### src/msa_pkg.sv
package msa_pkg;

    // Register map
    localparam logic [3:0] MSA_OFS_AXIS_SETUP  = 4'h2;
    localparam logic [3:0] MSA_OFS_LIMIT_SETUP = 4'h3;
    localparam logic [3:0] MSA_OFS_X_LIMIT     = 4'h4;
    localparam logic [3:0] MSA_OFS_Y_LIMIT     = 4'h5;
    localparam logic [3:0] MSA_OFS_Z_LIMIT     = 4'h6;
    localparam logic [7:0] MSA_RESET_VALUE     = 8'h00;
    localparam logic [7:0] MSA_LIMIT_SETUP_MASK = 8'h7F;

    // Field positions
    localparam int MSA_CH_SEL_LO   = 4;
    localparam int MSA_IDLE_LO     = 0;
    localparam int MSA_CROSS_BIT   = 6;
    localparam int MSA_DIR_BIT     = 5;
    localparam int MSA_GAIN_BIT    = 4;
    localparam int MSA_ANGLE_LO    = 2;
    localparam int MSA_XY_SPAN_BIT = 1;
    localparam int MSA_Z_SPAN_BIT  = 0;

    // Encodings
    localparam logic [1:0] MSA_PWR_WAKE_SLEEP = 2'h3;
    localparam logic [2:0] MSA_STYLE_SIGNED   = 3'h0;
    localparam logic [2:0] MSA_STYLE_HYST     = 3'h1;
    localparam logic [2:0] MSA_CROSS_ONE      = 3'h1;
    localparam logic [2:0] MSA_CROSS_FOUR     = 3'h4;
    localparam logic [1:0] MSA_ANGLE_OFF      = 2'h0;
    localparam logic [1:0] MSA_ANGLE_XY       = 2'h1;
    localparam logic [1:0] MSA_ANGLE_YZ       = 2'h2;

    // Timing
    localparam int MSA_CLK_PERIOD_NS = 10;
    localparam int MSA_MS_TIME_NS    = 1000000;
    localparam int MSA_MS_CYCLES_DEF = MSA_MS_TIME_NS / MSA_CLK_PERIOD_NS;
    localparam logic [7:0] MSA_BASE_RANGE_DEF = 8'h28;

    typedef enum logic [1:0] {MSA_AX_NONE, MSA_AX_X, MSA_AX_Y, MSA_AX_Z} msa_axis_e;
    typedef enum logic [1:0] {MSA_WS_OFF, MSA_WS_IDLE, MSA_WS_CONVERT} msa_ws_e;

    typedef struct packed {
        logic       wr;
        logic       rd;
        logic [3:0] addr;
        logic [7:0] wdata;
    } msa_reg_req_s;

    typedef struct packed {
        logic [1:0] len;
        msa_axis_e  slot0;
        msa_axis_e  slot1;
        msa_axis_e  slot2;
    } msa_seq_s;

    typedef struct packed {
        logic      en;
        msa_axis_e first;
        msa_axis_e second;
        msa_axis_e gain_axis;
    } msa_angle_s;

    // Idle interval in milliseconds per code
    function automatic logic [14:0] msa_idle_ms(input logic [3:0] code);
        case (code)
            4'h0:    msa_idle_ms = 15'h0001;
            4'h1:    msa_idle_ms = 15'h0005;
            4'h2:    msa_idle_ms = 15'h000A;
            4'h3:    msa_idle_ms = 15'h000F;
            4'h4:    msa_idle_ms = 15'h0014;
            4'h5:    msa_idle_ms = 15'h001E;
            4'h6:    msa_idle_ms = 15'h0032;
            4'h7:    msa_idle_ms = 15'h0064;
            4'h8:    msa_idle_ms = 15'h01F4;
            4'h9:    msa_idle_ms = 15'h03E8;
            4'hA:    msa_idle_ms = 15'h07D0;
            4'hB:    msa_idle_ms = 15'h1388;
            default: msa_idle_ms = 15'h4E20;
        endcase
    endfunction

endpackage

### src/msa_limit_setup.sv
`timescale 1ns/1ps
// Behaviour
// - Codes 0-7 enable X/Y/Z channel combinations
// - Codes 8-11 run interleaved sequences; 12-15 reserved
// - Idle interval applies only in wake-sleep state
// - Crossing bit: event after one or four crossings
// - Direction bit: flag above or below threshold
// - Direction ignored when style above one
// - Gain bit picks first or second angle axis
// - Angle pair field: off, XY, YZ, XZ
// - Planar span bit doubles X/Y range
// - Vertical span bit doubles Z range
// - X limit is signed eight-bit code
// - Threshold equals base times span times code/128
// - Zero limit code disables that axis
// - Y limit scaled by planar span
// - Z limit scaled by vertical span
// - Power state three is wake-up and sleep
// - Style one uses seven-bit symmetric thresholds
module msa_limit_setup #(
    parameter int         MS_CYCLES  = msa_pkg::MSA_MS_CYCLES_DEF,
    parameter logic [7:0] BASE_RANGE = msa_pkg::MSA_BASE_RANGE_DEF
) (
    // Clock and reset
    input  wire logic                 clk,
    input  wire logic                 rst,
    // Register port
    input  wire msa_pkg::msa_reg_req_s reg_req,
    output logic [7:0]                rdata,
    // Settings held in neighbouring registers
    input  wire logic [1:0]           power_state,
    input  wire logic [2:0]           limit_style,
    // Conversion engine
    input  wire logic                 conversion_done,
    output logic                      conversion_request,
    output logic [2:0]                axis_enable,
    output msa_pkg::msa_seq_s         axis_sequence,
    output msa_pkg::msa_angle_s       angle_setup,
    output logic                      xy_range_double,
    output logic                      z_range_double,
    // Limit check, levels in units of 1/128 mT
    input  wire logic                 sample_valid,
    input  wire logic [2:0][17:0]     field_sample,
    output logic [2:0][17:0]          limit_level,
    input  wire logic                 limit_event_clear,
    output logic                      limit_event
);
    import msa_pkg::*;

    logic [7:0]       axis_setup_reg;
    logic [7:0]       limit_setup_reg;
    logic [2:0][7:0]  limit_code_reg;
    logic [7:0]       rdata_reg;
    logic [2:0]       axis_en_reg;
    msa_seq_s         seq_reg;
    msa_angle_s       angle_reg;
    logic             xy_double_reg;
    logic             z_double_reg;
    logic [2:0][17:0] level_reg;
    logic             conv_req_reg;
    logic             event_reg;
    logic [1:0]       cross_cnt_reg;
    logic             beyond_prev_reg;
    msa_ws_e          ws_state_reg;
    logic [16:0]      tick_cnt_reg;
    logic [14:0]      ms_cnt_reg;
    logic [2:0]       beyond;
    logic             crossing;
    logic [2:0]       cross_needed;
    logic [3:0]       ch_code;
    logic [1:0]       angle_code;

    assign ch_code    = axis_setup_reg[MSA_CH_SEL_LO +: 4];
    assign angle_code = limit_setup_reg[MSA_ANGLE_LO +: 2];

    ////////////////////////////////////////////////////////////////////////////
    // Register file

    always_ff @(posedge clk) begin
        if (rst) begin
            axis_setup_reg  <= MSA_RESET_VALUE;
            limit_setup_reg <= MSA_RESET_VALUE;
            limit_code_reg  <= '0;
        end else if (reg_req.wr) begin
            case (reg_req.addr)
                MSA_OFS_AXIS_SETUP:  axis_setup_reg <= reg_req.wdata;
                MSA_OFS_LIMIT_SETUP: limit_setup_reg <= reg_req.wdata & MSA_LIMIT_SETUP_MASK;
                MSA_OFS_X_LIMIT:     limit_code_reg[0] <= reg_req.wdata;
                MSA_OFS_Y_LIMIT:     limit_code_reg[1] <= reg_req.wdata;
                MSA_OFS_Z_LIMIT:     limit_code_reg[2] <= reg_req.wdata;
                default: ;
            endcase
        end
    end

    // Read data lands one cycle after the strobe; other offsets belong elsewhere
    always_ff @(posedge clk) begin
        if (rst) begin
            rdata_reg <= MSA_RESET_VALUE;
        end else if (reg_req.rd) begin
            case (reg_req.addr)
                MSA_OFS_AXIS_SETUP:  rdata_reg <= axis_setup_reg;
                MSA_OFS_LIMIT_SETUP: rdata_reg <= limit_setup_reg & MSA_LIMIT_SETUP_MASK;
                MSA_OFS_X_LIMIT:     rdata_reg <= limit_code_reg[0];
                MSA_OFS_Y_LIMIT:     rdata_reg <= limit_code_reg[1];
                MSA_OFS_Z_LIMIT:     rdata_reg <= limit_code_reg[2];
                default:             rdata_reg <= MSA_RESET_VALUE;
            endcase
        end
    end

    ////////////////////////////////////////////////////////////////////////////
    // Channel selection

    always_ff @(posedge clk) begin
        if (rst) begin
            axis_en_reg <= '0;
            seq_reg     <= '{2'h0, MSA_AX_NONE, MSA_AX_NONE, MSA_AX_NONE};
        end else begin
            // Reserved codes fall to all-off so a stray value cannot start sampling
            case (ch_code)
                4'h1: begin axis_en_reg <= 3'h1; seq_reg <= '{2'h1, MSA_AX_X, MSA_AX_NONE, MSA_AX_NONE}; end
                4'h2: begin axis_en_reg <= 3'h2; seq_reg <= '{2'h1, MSA_AX_Y, MSA_AX_NONE, MSA_AX_NONE}; end
                4'h3: begin axis_en_reg <= 3'h3; seq_reg <= '{2'h2, MSA_AX_X, MSA_AX_Y, MSA_AX_NONE}; end
                4'h4: begin axis_en_reg <= 3'h4; seq_reg <= '{2'h1, MSA_AX_Z, MSA_AX_NONE, MSA_AX_NONE}; end
                4'h5: begin axis_en_reg <= 3'h5; seq_reg <= '{2'h2, MSA_AX_Z, MSA_AX_X, MSA_AX_NONE}; end
                4'h6: begin axis_en_reg <= 3'h6; seq_reg <= '{2'h2, MSA_AX_Y, MSA_AX_Z, MSA_AX_NONE}; end
                4'h7: begin axis_en_reg <= 3'h7; seq_reg <= '{2'h3, MSA_AX_X, MSA_AX_Y, MSA_AX_Z}; end
                4'h8: begin axis_en_reg <= 3'h3; seq_reg <= '{2'h3, MSA_AX_X, MSA_AX_Y, MSA_AX_X}; end
                4'h9: begin axis_en_reg <= 3'h3; seq_reg <= '{2'h3, MSA_AX_Y, MSA_AX_X, MSA_AX_Y}; end
                4'hA: begin axis_en_reg <= 3'h6; seq_reg <= '{2'h3, MSA_AX_Y, MSA_AX_Z, MSA_AX_Y}; end
                4'hB: begin axis_en_reg <= 3'h5; seq_reg <= '{2'h3, MSA_AX_X, MSA_AX_Z, MSA_AX_X}; end
                default: begin
                    axis_en_reg <= 3'h0;
                    seq_reg     <= '{2'h0, MSA_AX_NONE, MSA_AX_NONE, MSA_AX_NONE};
                end
            endcase
        end
    end

    ////////////////////////////////////////////////////////////////////////////
    // Angle pair, gain target and range

    always_ff @(posedge clk) begin
        if (rst) begin
            angle_reg     <= '{1'b0, MSA_AX_NONE, MSA_AX_NONE, MSA_AX_NONE};
            xy_double_reg <= 1'b0;
            z_double_reg  <= 1'b0;
        end else begin
            xy_double_reg <= limit_setup_reg[MSA_XY_SPAN_BIT];
            z_double_reg  <= limit_setup_reg[MSA_Z_SPAN_BIT];
            case (angle_code)
                MSA_ANGLE_OFF: angle_reg <= '{1'b0, MSA_AX_NONE, MSA_AX_NONE, MSA_AX_NONE};
                MSA_ANGLE_XY:  angle_reg <= '{1'b1, MSA_AX_X, MSA_AX_Y,
                                   limit_setup_reg[MSA_GAIN_BIT] ? MSA_AX_Y : MSA_AX_X};
                MSA_ANGLE_YZ:  angle_reg <= '{1'b1, MSA_AX_Y, MSA_AX_Z,
                                   limit_setup_reg[MSA_GAIN_BIT] ? MSA_AX_Z : MSA_AX_Y};
                default:       angle_reg <= '{1'b1, MSA_AX_X, MSA_AX_Z,
                                   limit_setup_reg[MSA_GAIN_BIT] ? MSA_AX_Z : MSA_AX_X};
            endcase
        end
    end

    ////////////////////////////////////////////////////////////////////////////
    // Per-axis threshold levels and comparison

    for (genvar g = 0; g < 3; g++) begin : g_axis
        logic              span;
        logic signed [17:0] level;
        logic signed [17:0] mag;
        logic signed [17:0] field;

        // X and Y share the planar span, Z has its own
        assign span  = (g == 2) ? limit_setup_reg[MSA_Z_SPAN_BIT]
                                : limit_setup_reg[MSA_XY_SPAN_BIT];
        assign field = $signed(field_sample[g]);

        // Exact product kept in 1/128 mT so no rounding enters the compare
        always_comb begin
            level = 18'(signed'(limit_code_reg[g]) * signed'({1'b0, BASE_RANGE}));
            mag   = 18'(signed'({1'b0, limit_code_reg[g][6:0]}) * signed'({1'b0, BASE_RANGE}));
            if (span) begin
                level = level <<< 1;
                mag   = mag <<< 1;
            end
        end

        always_comb begin
            beyond[g] = 1'b0;
            if (limit_code_reg[g] != 8'h00) begin
                case (limit_style)
                    MSA_STYLE_SIGNED: beyond[g] = limit_setup_reg[MSA_DIR_BIT]
                                                  ? (field < level) : (field > level);
                    MSA_STYLE_HYST:   beyond[g] = limit_setup_reg[MSA_DIR_BIT]
                                                  ? (field < mag && field > -mag)
                                                  : (field > mag || field < -mag);
                    default:          beyond[g] = 1'b0;
                endcase
            end
        end

        always_ff @(posedge clk) begin
            if (rst) begin
                level_reg[g] <= '0;
            end else begin
                level_reg[g] <= (limit_style == MSA_STYLE_HYST) ? mag : level;
            end
        end
    end

    ////////////////////////////////////////////////////////////////////////////
    // Crossing count and limit event

    assign crossing     = sample_valid && (|beyond) && !beyond_prev_reg;
    assign cross_needed = limit_setup_reg[MSA_CROSS_BIT] ? MSA_CROSS_FOUR : MSA_CROSS_ONE;

    always_ff @(posedge clk) begin
        if (rst) begin
            beyond_prev_reg <= 1'b0;
            cross_cnt_reg   <= '0;
            event_reg       <= 1'b0;
        end else begin
            if (sample_valid) begin
                beyond_prev_reg <= |beyond;
            end
            // A crossing in the clearing cycle still sets the event
            if (limit_event_clear) begin
                event_reg <= 1'b0;
            end
            if (crossing) begin
                if ({1'b0, cross_cnt_reg} + 3'h1 >= cross_needed) begin
                    event_reg     <= 1'b1;
                    cross_cnt_reg <= '0;
                end else begin
                    cross_cnt_reg <= cross_cnt_reg + 2'h1;
                end
            end
        end
    end

    ////////////////////////////////////////////////////////////////////////////
    // Wake-up and sleep idle timer

    always_ff @(posedge clk) begin
        if (rst) begin
            ws_state_reg <= MSA_WS_OFF;
            tick_cnt_reg <= '0;
            ms_cnt_reg   <= '0;
            conv_req_reg <= 1'b0;
        end else begin
            conv_req_reg <= 1'b0;
            case (ws_state_reg)
                MSA_WS_OFF: begin
                    tick_cnt_reg <= '0;
                    ms_cnt_reg   <= '0;
                    if (power_state == MSA_PWR_WAKE_SLEEP) begin
                        ws_state_reg <= MSA_WS_IDLE;
                    end
                end
                MSA_WS_IDLE: begin
                    if (power_state != MSA_PWR_WAKE_SLEEP) begin
                        ws_state_reg <= MSA_WS_OFF;
                    end else if (tick_cnt_reg == 17'(MS_CYCLES - 1)) begin
                        tick_cnt_reg <= '0;
                        if (ms_cnt_reg + 15'h1 >= msa_idle_ms(axis_setup_reg[MSA_IDLE_LO +: 4])) begin
                            ms_cnt_reg   <= '0;
                            conv_req_reg <= 1'b1;
                            ws_state_reg <= MSA_WS_CONVERT;
                        end else begin
                            ms_cnt_reg <= ms_cnt_reg + 15'h1;
                        end
                    end else begin
                        tick_cnt_reg <= tick_cnt_reg + 17'h1;
                    end
                end
                MSA_WS_CONVERT: begin
                    if (power_state != MSA_PWR_WAKE_SLEEP) begin
                        ws_state_reg <= MSA_WS_OFF;
                    end else if (conversion_done) begin
                        ws_state_reg <= MSA_WS_IDLE;
                    end
                end
                default: ws_state_reg <= MSA_WS_OFF;
            endcase
        end
    end

    assign rdata              = rdata_reg;
    assign conversion_request = conv_req_reg;
    assign axis_enable        = axis_en_reg;
    assign axis_sequence      = seq_reg;
    assign angle_setup        = angle_reg;
    assign xy_range_double    = xy_double_reg;
    assign z_range_double     = z_double_reg;
    assign limit_level        = level_reg;
    assign limit_event        = event_reg;
endmodule // msa_limit_setup

### config.mk
export PLATFORM = sky130hd
export DESIGN_NAME = msa_limit_setup
export DESIGN_NICKNAME = d
export VERILOG_FILES = /design/src/msa_pkg.sv /design/src/msa_limit_setup.sv
export SDC_FILE = /design/constraint.sdc
export NUM_CORES = 1
export LEC_CHECK = 0
export BUFFER_PORTS_ARGS = -buffer_cell sky130_fd_sc_hd__buf_2
export CAP_MARGIN = 5
export CORE_MARGIN = 2
export CORE_UTILIZATION = 45
export CTS_BUF_LIST = sky130_fd_sc_hd__clkbuf_4
export DETAILED_ROUTE_END_ITERATION = 10
export GPL_ROUTABILITY_DRIVEN = 0
export PLACE_DENSITY = 0.76
export SLEW_MARGIN = 0
export SYNTH_ARGS = -nofsm -noshare
export SYNTH_HDL_FRONTEND = slang
export SYNTH_SLANG_ARGS = --single-unit
### constraint.sdc
create_clock -name clk -period 9.4 [get_ports clk]
set_clock_uncertainty 0.05 [all_clocks]
set_input_delay 1.41 -clock clk [delete_from_list [all_inputs] [get_ports clk]]
set_output_delay 1.41 -clock clk [all_outputs]
set_load 0.005 [all_outputs]
==> results of run 1 <==
==> stage by stage <==
| step | instance area (sq um) | utilization, % | cells | hold WS, ns | total power [mW] |
|---|---|---|---|---|---|
| 2_1_floorplan | 11870 | - | 1475 | 0.3833 | 0.8625 |
| 4_1_cts | 13050 | 50.37 | 1935 | 0.4317 | 1.314 |
| 5_1_grt | 13050 | 50.38 | 1936 | 0.4549 | 1.380 |
| 3_5_place_dp | 12810 | 49.43 | 1904 | 0.4092 | 0.9417 |
| 6_report | 13060 | 50.39 | 1937 | 0.4261 | 1.309 |
| 3_3_place_gp | 12810 | 49.43 | 1904 | 0.3968 | 0.9329 |
==> area by class of cell <==
type / instances / area (sq um) / share of cell area (%)
timing repair buffer: 160 / 823.3 / 6.306
antenna: 2 / 5.005 / 0.03833
multi-input combinational: 1177 / 8158 / 62.48
clock buffer: 17 / 127.6 / 0.9775
inverter: 76 / 285.3 / 2.185
sequential: 156 / 3123 / 23.92
clock inverter: 14 / 115.1 / 0.8816
tap: 335 / 419.2 / 3.210
==> cell usage in the layout (no fill, tap or decap), types with 8 or more instances in the layout <==
master      n
dfxtp_1   156
mux2i_1    50
mux2_2      8
inv_1      72
xor2_1     18
a31oi_1    11
buf_4       9
nand2_1   126
nand3_1    62
a211oi_1   21
a21o_1     21
nor3_1     18
nor2b_1    17
nor3b_1     8
a221oi_1    8
a21oi_1   116
o211ai_1    9
nor2_1    192
nor4_1     18
conb_1      9
nand2b_1   14
or3_1      15
buf_2     151
o21ai_0    50
xnor2_1    44
ha_1      176
nand4_1    20
clkbuf_4   17
and3_1     17
and2_1      9
==> final timing paths <==
kind	from	to	slack (ns)
min reg2reg	ms_cnt_reg[14]	ms_cnt_reg[14]	0.43
min	ms_cnt_reg[14]	ms_cnt_reg[14]	0.43
max	limit_code_reg[17]	limit_event	3.99
max reg2reg	limit_code_reg[17]	limit_event	3.99
==> worst max-delay path, delay by kind of cell, from the launching register on <==
family | cells | cell delay, ns
AOI/OAI and AO/OA | 7 | 1.84
xor gates and xnor gates | 1 | 0.15
adders and majority gates | 4 | 1.24
DFF | 1 | 0.50
muxes | 1 | 0.18
and+or+nand+nor | 6 | 1.36
==> power by group through the flow <==
stage	Combinational, mW	Sequential (mW)	Clock, mW
detailed placement	0.253	0.689	0
floorplan	0.176	0.687	0
global route	0.289	0.676	0.416
global placement	0.244	0.688	0
finish	0.257	0.674	0.377
CTS	0.255	0.674	0.385
==> routing by layer <==
layer / part of all wire, % / vias to the layer above / wire (microns) / GRT usage, %
li1: - / 5504 / - / -
met1: 46 / 5178 / 14730 / 30.67
met2: 45 / 332 / 14400 / 36.28
met3: 5.7 / 50 / 1820 / 3.932
met4: 2.3 / 0 / 720 / 7.121
met5: 0 / - / 0 / 0
==> kinds of logic after synthesis <==
logic type | share of synthesized area, %
compound gates | 17.55
xor+xnor | 4.586
fa+ha+maj | 19.10
buf+inv | 5.030
flops | 26.37
mux | 5.082
other cells | 0.03167
simple gates | 22.24
==> impl_results.md, run 1 <==
- Outcome: finished clean
- Synth Area per Inst: 8.072 sq um
- Vias in the first global route: 10313
- Area contributors post-synth: dfxtp_1 (26%), ha_1 (19%), nor2_1 (6.1%), a21oi_1 (4.9%), mux2i_1 (4.2%)
- Slowest cell delay on critical path: 0.50 ns
- Die width: 166.2 microns
- Drt first pass iters: 5
- Crit start category: flop
- Seq/Total Area, Yosys: 26.37%
- Dpl hpwl: 25.06 mm
- Synthesis-to-layout area growth: 10.26%
- First-pass GRT wire length: 51.56 mm
- Post-synth EDFFs: 0
- Critical Path AT: 5.85 ns
- Antenna violations before repair: 2
- CP Class: reg2reg
- CTS root buf: clkbuf_4
- Slew HR: 36.89%
- Setup tns final: 0 ns
- Total core area: 0.02591 sq mm
- I/O pins: 162
- Reg power frac: 51.5%
- Maximum capacitance violations: 0
- Crit path cell chain: ha_1 -> ha_1 -> fa_1 -> a21o_1 -> a21oi_1 -> xor2_1 -> o21a_1 -> and3_1 -> and4_1 -> or2_2 -> ha_1 -> nand4_1 -> or3_1 -> o22ai_1 -> mux2i_1 -> a41o_1 -> a2111oi_4 -> nand2_1 -> a31o_1
- Final period util: 57.58%
- TritonCTS Buffers: 17
- Clock latency on the worst-skew pair: 0.60 ns
- VDD IR-drop max: 50.25 uV
- CP required: 9.84 ns
- Layout cells sized above 1: 13.88%
- CTS Buffer Depth: 2
- Post-CTS Hold Buffers: 0
- Hold Fails Final Rpt: 0
- Yosys warnings: 0
- CTS tree: built
- Internal: 881.2 uW
- F_max: 0.1848 GHz
- Synth Register Bits: 156
- Setup violations, final: 0
- Unique masters post-synth: 81
- Grt total ovfl: 0
- Fill cells: 2494
- Initial core utilization: 45.70%
- Dominant synthesized flop cell: dfxtp_1
- Switching Share: 32.66%
- Clock network fraction of total power: 28.8%
- RSZ-0062 raised after global routing: false
- Final WL: 31.67 mm
- CP max FO: 8
- Die area: 0.02763 sq mm
- Routed length per instance: 16.35 microns
- Pwr dens: 100.2 mW/mm^2
- Net count, final: 1845
- Crit path time final: 5.412 ns
- Top-area cell type share of the netlist area: 26.37%
- Reg2Reg Depth: 19
- Clock slew at reported path FFs: 0.17 ns
- Height of the die: 166.2 microns
- Hold crit path type: reg2reg
- Combinational power share: 19.7%
- Global-route usage over all layers: 22.49%
- Slowest cell on crit path: dfxtp_1
- Post-cts sizing count: 0
- Clk sinks: 156
- Remaining DRCs: 0
- Routed vias/inst: 5.712
- Post-synthesis async set-or-reset flop share: 0%
- P_leak: 5.796 nW
- PnR worst setup slack: 3.988 ns
- Largest net degree at the start of global routing: 68
- Iteration-0 DRC Markers: 777
- Synth Cell Area: 0.01184 sq mm
- Commonest cells post-synth: nor2_1 (192), ha_1 (176), dfxtp_1 (156)
- Via count: 11064
- Net Sw Power: 427.4 uW
- Input/output buffers: 152
- Hold path depth: 2
- Crit path capture type: flop
- Post-placement setup slack: 4.051 ns
- Slew @ Worst Pin: 0.9425 ns
- Mapped Cells: 1467
- Setup Buffers After CTS: 0
- Slew Viols, Final: 0
- Max H-tree Level: 4
- Most common cell on crit path: ha_1
- Top-count cell post-synth: nor2_1
- Synth area leader: dfxtp_1
- FP Rows: 59
- Post-route ant nets: 0
- Largest register FFs: 39
Power figures use the tool's default switching activity.
==> run 2: changes to the inputs <==
clock period = 5.27 ns   (was 9.4 ns; I/O delays follow)
==> run 2 against run 1 <==
- sequential share of layout area decreased by 0.66 points
- utilization grew 1.5 points
- cell count rose by 1.9%
- via count up 1.5%
- combinational power up 87%
==> impl_results.md, run 2 (same netlist as run 1, synthesis figures left out) <==
- Outcome: finished clean
- Hold Fails Final Rpt: 0 (unchanged)
- Via count: 11227 (+1.5%)
- CTS tree: built
- CP max FO: 7 (-1)
- Crit path capture type: flop
- Dpl hpwl: 25.71 mm (+2.6%)
- Routed length per instance: 16.56 microns (+1.3%)
- Remaining DRCs: 0 (unchanged)
- Pwr dens: 181.4 mW/mm^2 (+81%)
- Slew Viols, Final: 0 (unchanged)
- Drt first pass iters: 6 (+1)
- I/O pins: 162 (unchanged)
- Crit path max-delay family: compound AO/OA/AOI/OAI gates
- Reg2Reg Setup Slack: 0.13 ns (-3.85 ns)
- TritonCTS Buffers: 17 (unchanged)
- Most common cell on crit path: ha_1
- Most common cell after layout, fill and taps aside: nor2_1
- Layout cells sized above 1: 17.24% (+3.4 points)
- Slew HR: 32.65% (-4.2 points)
- CP Class: reg2reg
- Power consumption: 2.441 mW (+87%)
- Non-Filler Instances: 1974 (+1.9%)
- Post-placement cell count: 1937 (+1.7%)
- Met3 usage: 3.670% (-0.26 points)
- Clock slew at reported path FFs: 0.14 ns (-0.03 ns)
- Met1 Track Usage GR: 30.63% (-0.040 points)
- Slowest cell on crit path: a2111oi_4
- RSZ-0062 raised after global routing: true
- Final WL: 32.69 mm (+3.2%)
- Global-route usage over all layers: 22.78% (+0.28 points)
- Post-placement setup slack: 0.1721 ns (-3.879 ns)
- Post-route ant nets: 0 (unchanged)
- Vias in the first global route: 10500 (+1.8%)
- Maximum capacitance violations: 0 (unchanged)
- Synthesis-to-layout area growth: 13.64%
- Reg2Reg Depth: 23 (+4)
- CP required: 5.71 ns (-4.13 ns)
- Reg2Reg Capture Point: limit_event
- F_max: 0.1947 GHz (+5.4%)
- Grt peak-use layer: met2
- Total core area: 0.02591 sq mm (unchanged)
- Max H-tree Level: 4 (unchanged)
- Iteration-0 DRC Markers: 864 (+11%)
- Antenna violations before repair: 2 (unchanged)
- Critical Path AT: 5.58 ns (-0.27 ns)
- First-pass GRT wire length: 52.19 mm (+1.2%)
- Bufs and invs on worst path: 2 (+2)
- Hold endpoint: beyond_prev_reg
- Slew @ Worst Pin: 1.006 ns (+0.06336 ns)
- FP Rows: 59 (unchanged)
- Hold path depth: 2 (unchanged)
- Die width: 166.2 microns (unchanged)
- Net count, final: 1881 (+2.0%)
- Worst r2r src: limit_code_reg[9]
- Final hold slack: 0.4136 ns (-0.01248 ns)
- Clk sinks: 156 (unchanged)
- Input/output buffers: 152 (unchanged)
- Grt total ovfl: 0 (unchanged)
- Die area: 0.02763 sq mm (unchanged)
- CP Launch Point: limit_code_reg[9]
- Largest register FFs: 39 (unchanged)
- Crit path time final: 5.135 ns (-0.2772 ns)
- Initial core utilization: 45.70% (unchanged)
- Final Util: 51.93% (+1.5 points)
- Final period util: 97.44% (+40 points)
- PnR worst setup slack: 0.1347 ns (-3.853 ns)
- Routed vias/inst: 5.687 (-0.43%)
- VDD IR-drop max: 107.0 uV (+110%)
- Worst hold start: sample_valid
- CTS root buf: clkbuf_4
- Largest net degree at the start of global routing: 47 (-31%)
- Grt met2 use: 37.13% (+0.85 points)
- Setup violations, final: 0 (unchanged)
- Crit path cell chain: ha_1 -> ha_1 -> inv_1 -> fa_1 -> nor2b_1 -> o21ai_0 -> nand2b_1 -> a21o_1 -> a21o_1 -> nand2_1 -> xnor2_1 -> mux2_2 -> ha_1 -> nand4_1 -> nor2_2 -> o31ai_1 -> a31oi_1 -> buf_4 -> mux2i_1 -> or4_4 -> a2111oi_4 -> nand2_1 -> a31o_1
- Hold crit path type: in2reg
- Slowest cell delay on critical path: 0.46 ns (-0.04 ns)
- P_leak: 6.013 nW (+3.7%)
- CTS Buffer Depth: 2 (unchanged)
- Crit start category: flop
- Most frequent cells in the layout: nor2_1 (189), ha_1 (176), buf_2 (151), dfxtp_1 (150), nand2_1 (126)
- Clock latency on the worst-skew pair: 0.59 ns (about the same)
- Post-CTS Hold Buffers: 0 (unchanged)
- Height of the die: 166.2 microns (unchanged)
## run 2: layout make-up
cell class	count	area [sq um]
flip-flops and latches	156	3131
multi-input cells	1177	8234
well taps	335	419.2
clock inverters	14	158.9
inverters	76	285.3
repair buffers	196	1094
clock buffers	17	127.6
diodes	3	7.507
fillers	2417	12450
## run 2: worst max path at each step
stage                              to  cells after the start
after floorplan           limit_event                     19
after global routing      limit_event                     23
final                     limit_event                     23
after detailed placement  limit_event                     19
after global placement    limit_event                     19
after CTS                 limit_event                     23
## run 2: worst reg2reg max path, cell delays in order, from the launching register on
cell and delay, ns:
dfxtp_1 0.39, ha_1 0.30, ha_1 0.16, inv_1 0.05, fa_1 0.40, nor2b_1 0.18
o21ai_0 0.13, nand2b_1 0.21, a21o_1 0.16, a21o_1 0.14, nand2_1 0.07, xnor2_1 0.15
mux2_2 0.31, ha_1 0.30, nand4_1 0.11, nor2_2 0.14, o31ai_1 0.11, a31oi_1 0.19
buf_4 0.18, mux2i_1 0.08, or4_4 0.45, a2111oi_4 0.46, nand2_1 0.10, a31o_1 0.21
## run 2: per-layer routing
metal	vias up	routed length, microns
met5	-	0
met4	0	1031
met3	76	2255
met2	406	14710
met1	5178	14690
li1	5567	-
## run 2: per-stage QoR
step | TNS [ns] | instance area [sq um]
finish | 0 | 13460
global placement | 0 | 13060
CTS | 0 | 13340
detailed placement | 0 | 13060
global route | -0.3623 | 13450
floorplan | 0 | 11870
## run 2: power by group
group          switching, mW  leakage [nW]  total [mW]  internal [mW]
logic                  0.285          4.59       0.480          0.195
registers            0.00867          1.26        1.20           1.19
clock network          0.469         0.161       0.760          0.291
## run 2: timing repair
action,4_1_cts,5_1_grt
endpoints found under the setup margin,0,4
resized for setup,0,24
buffers inserted,0,3
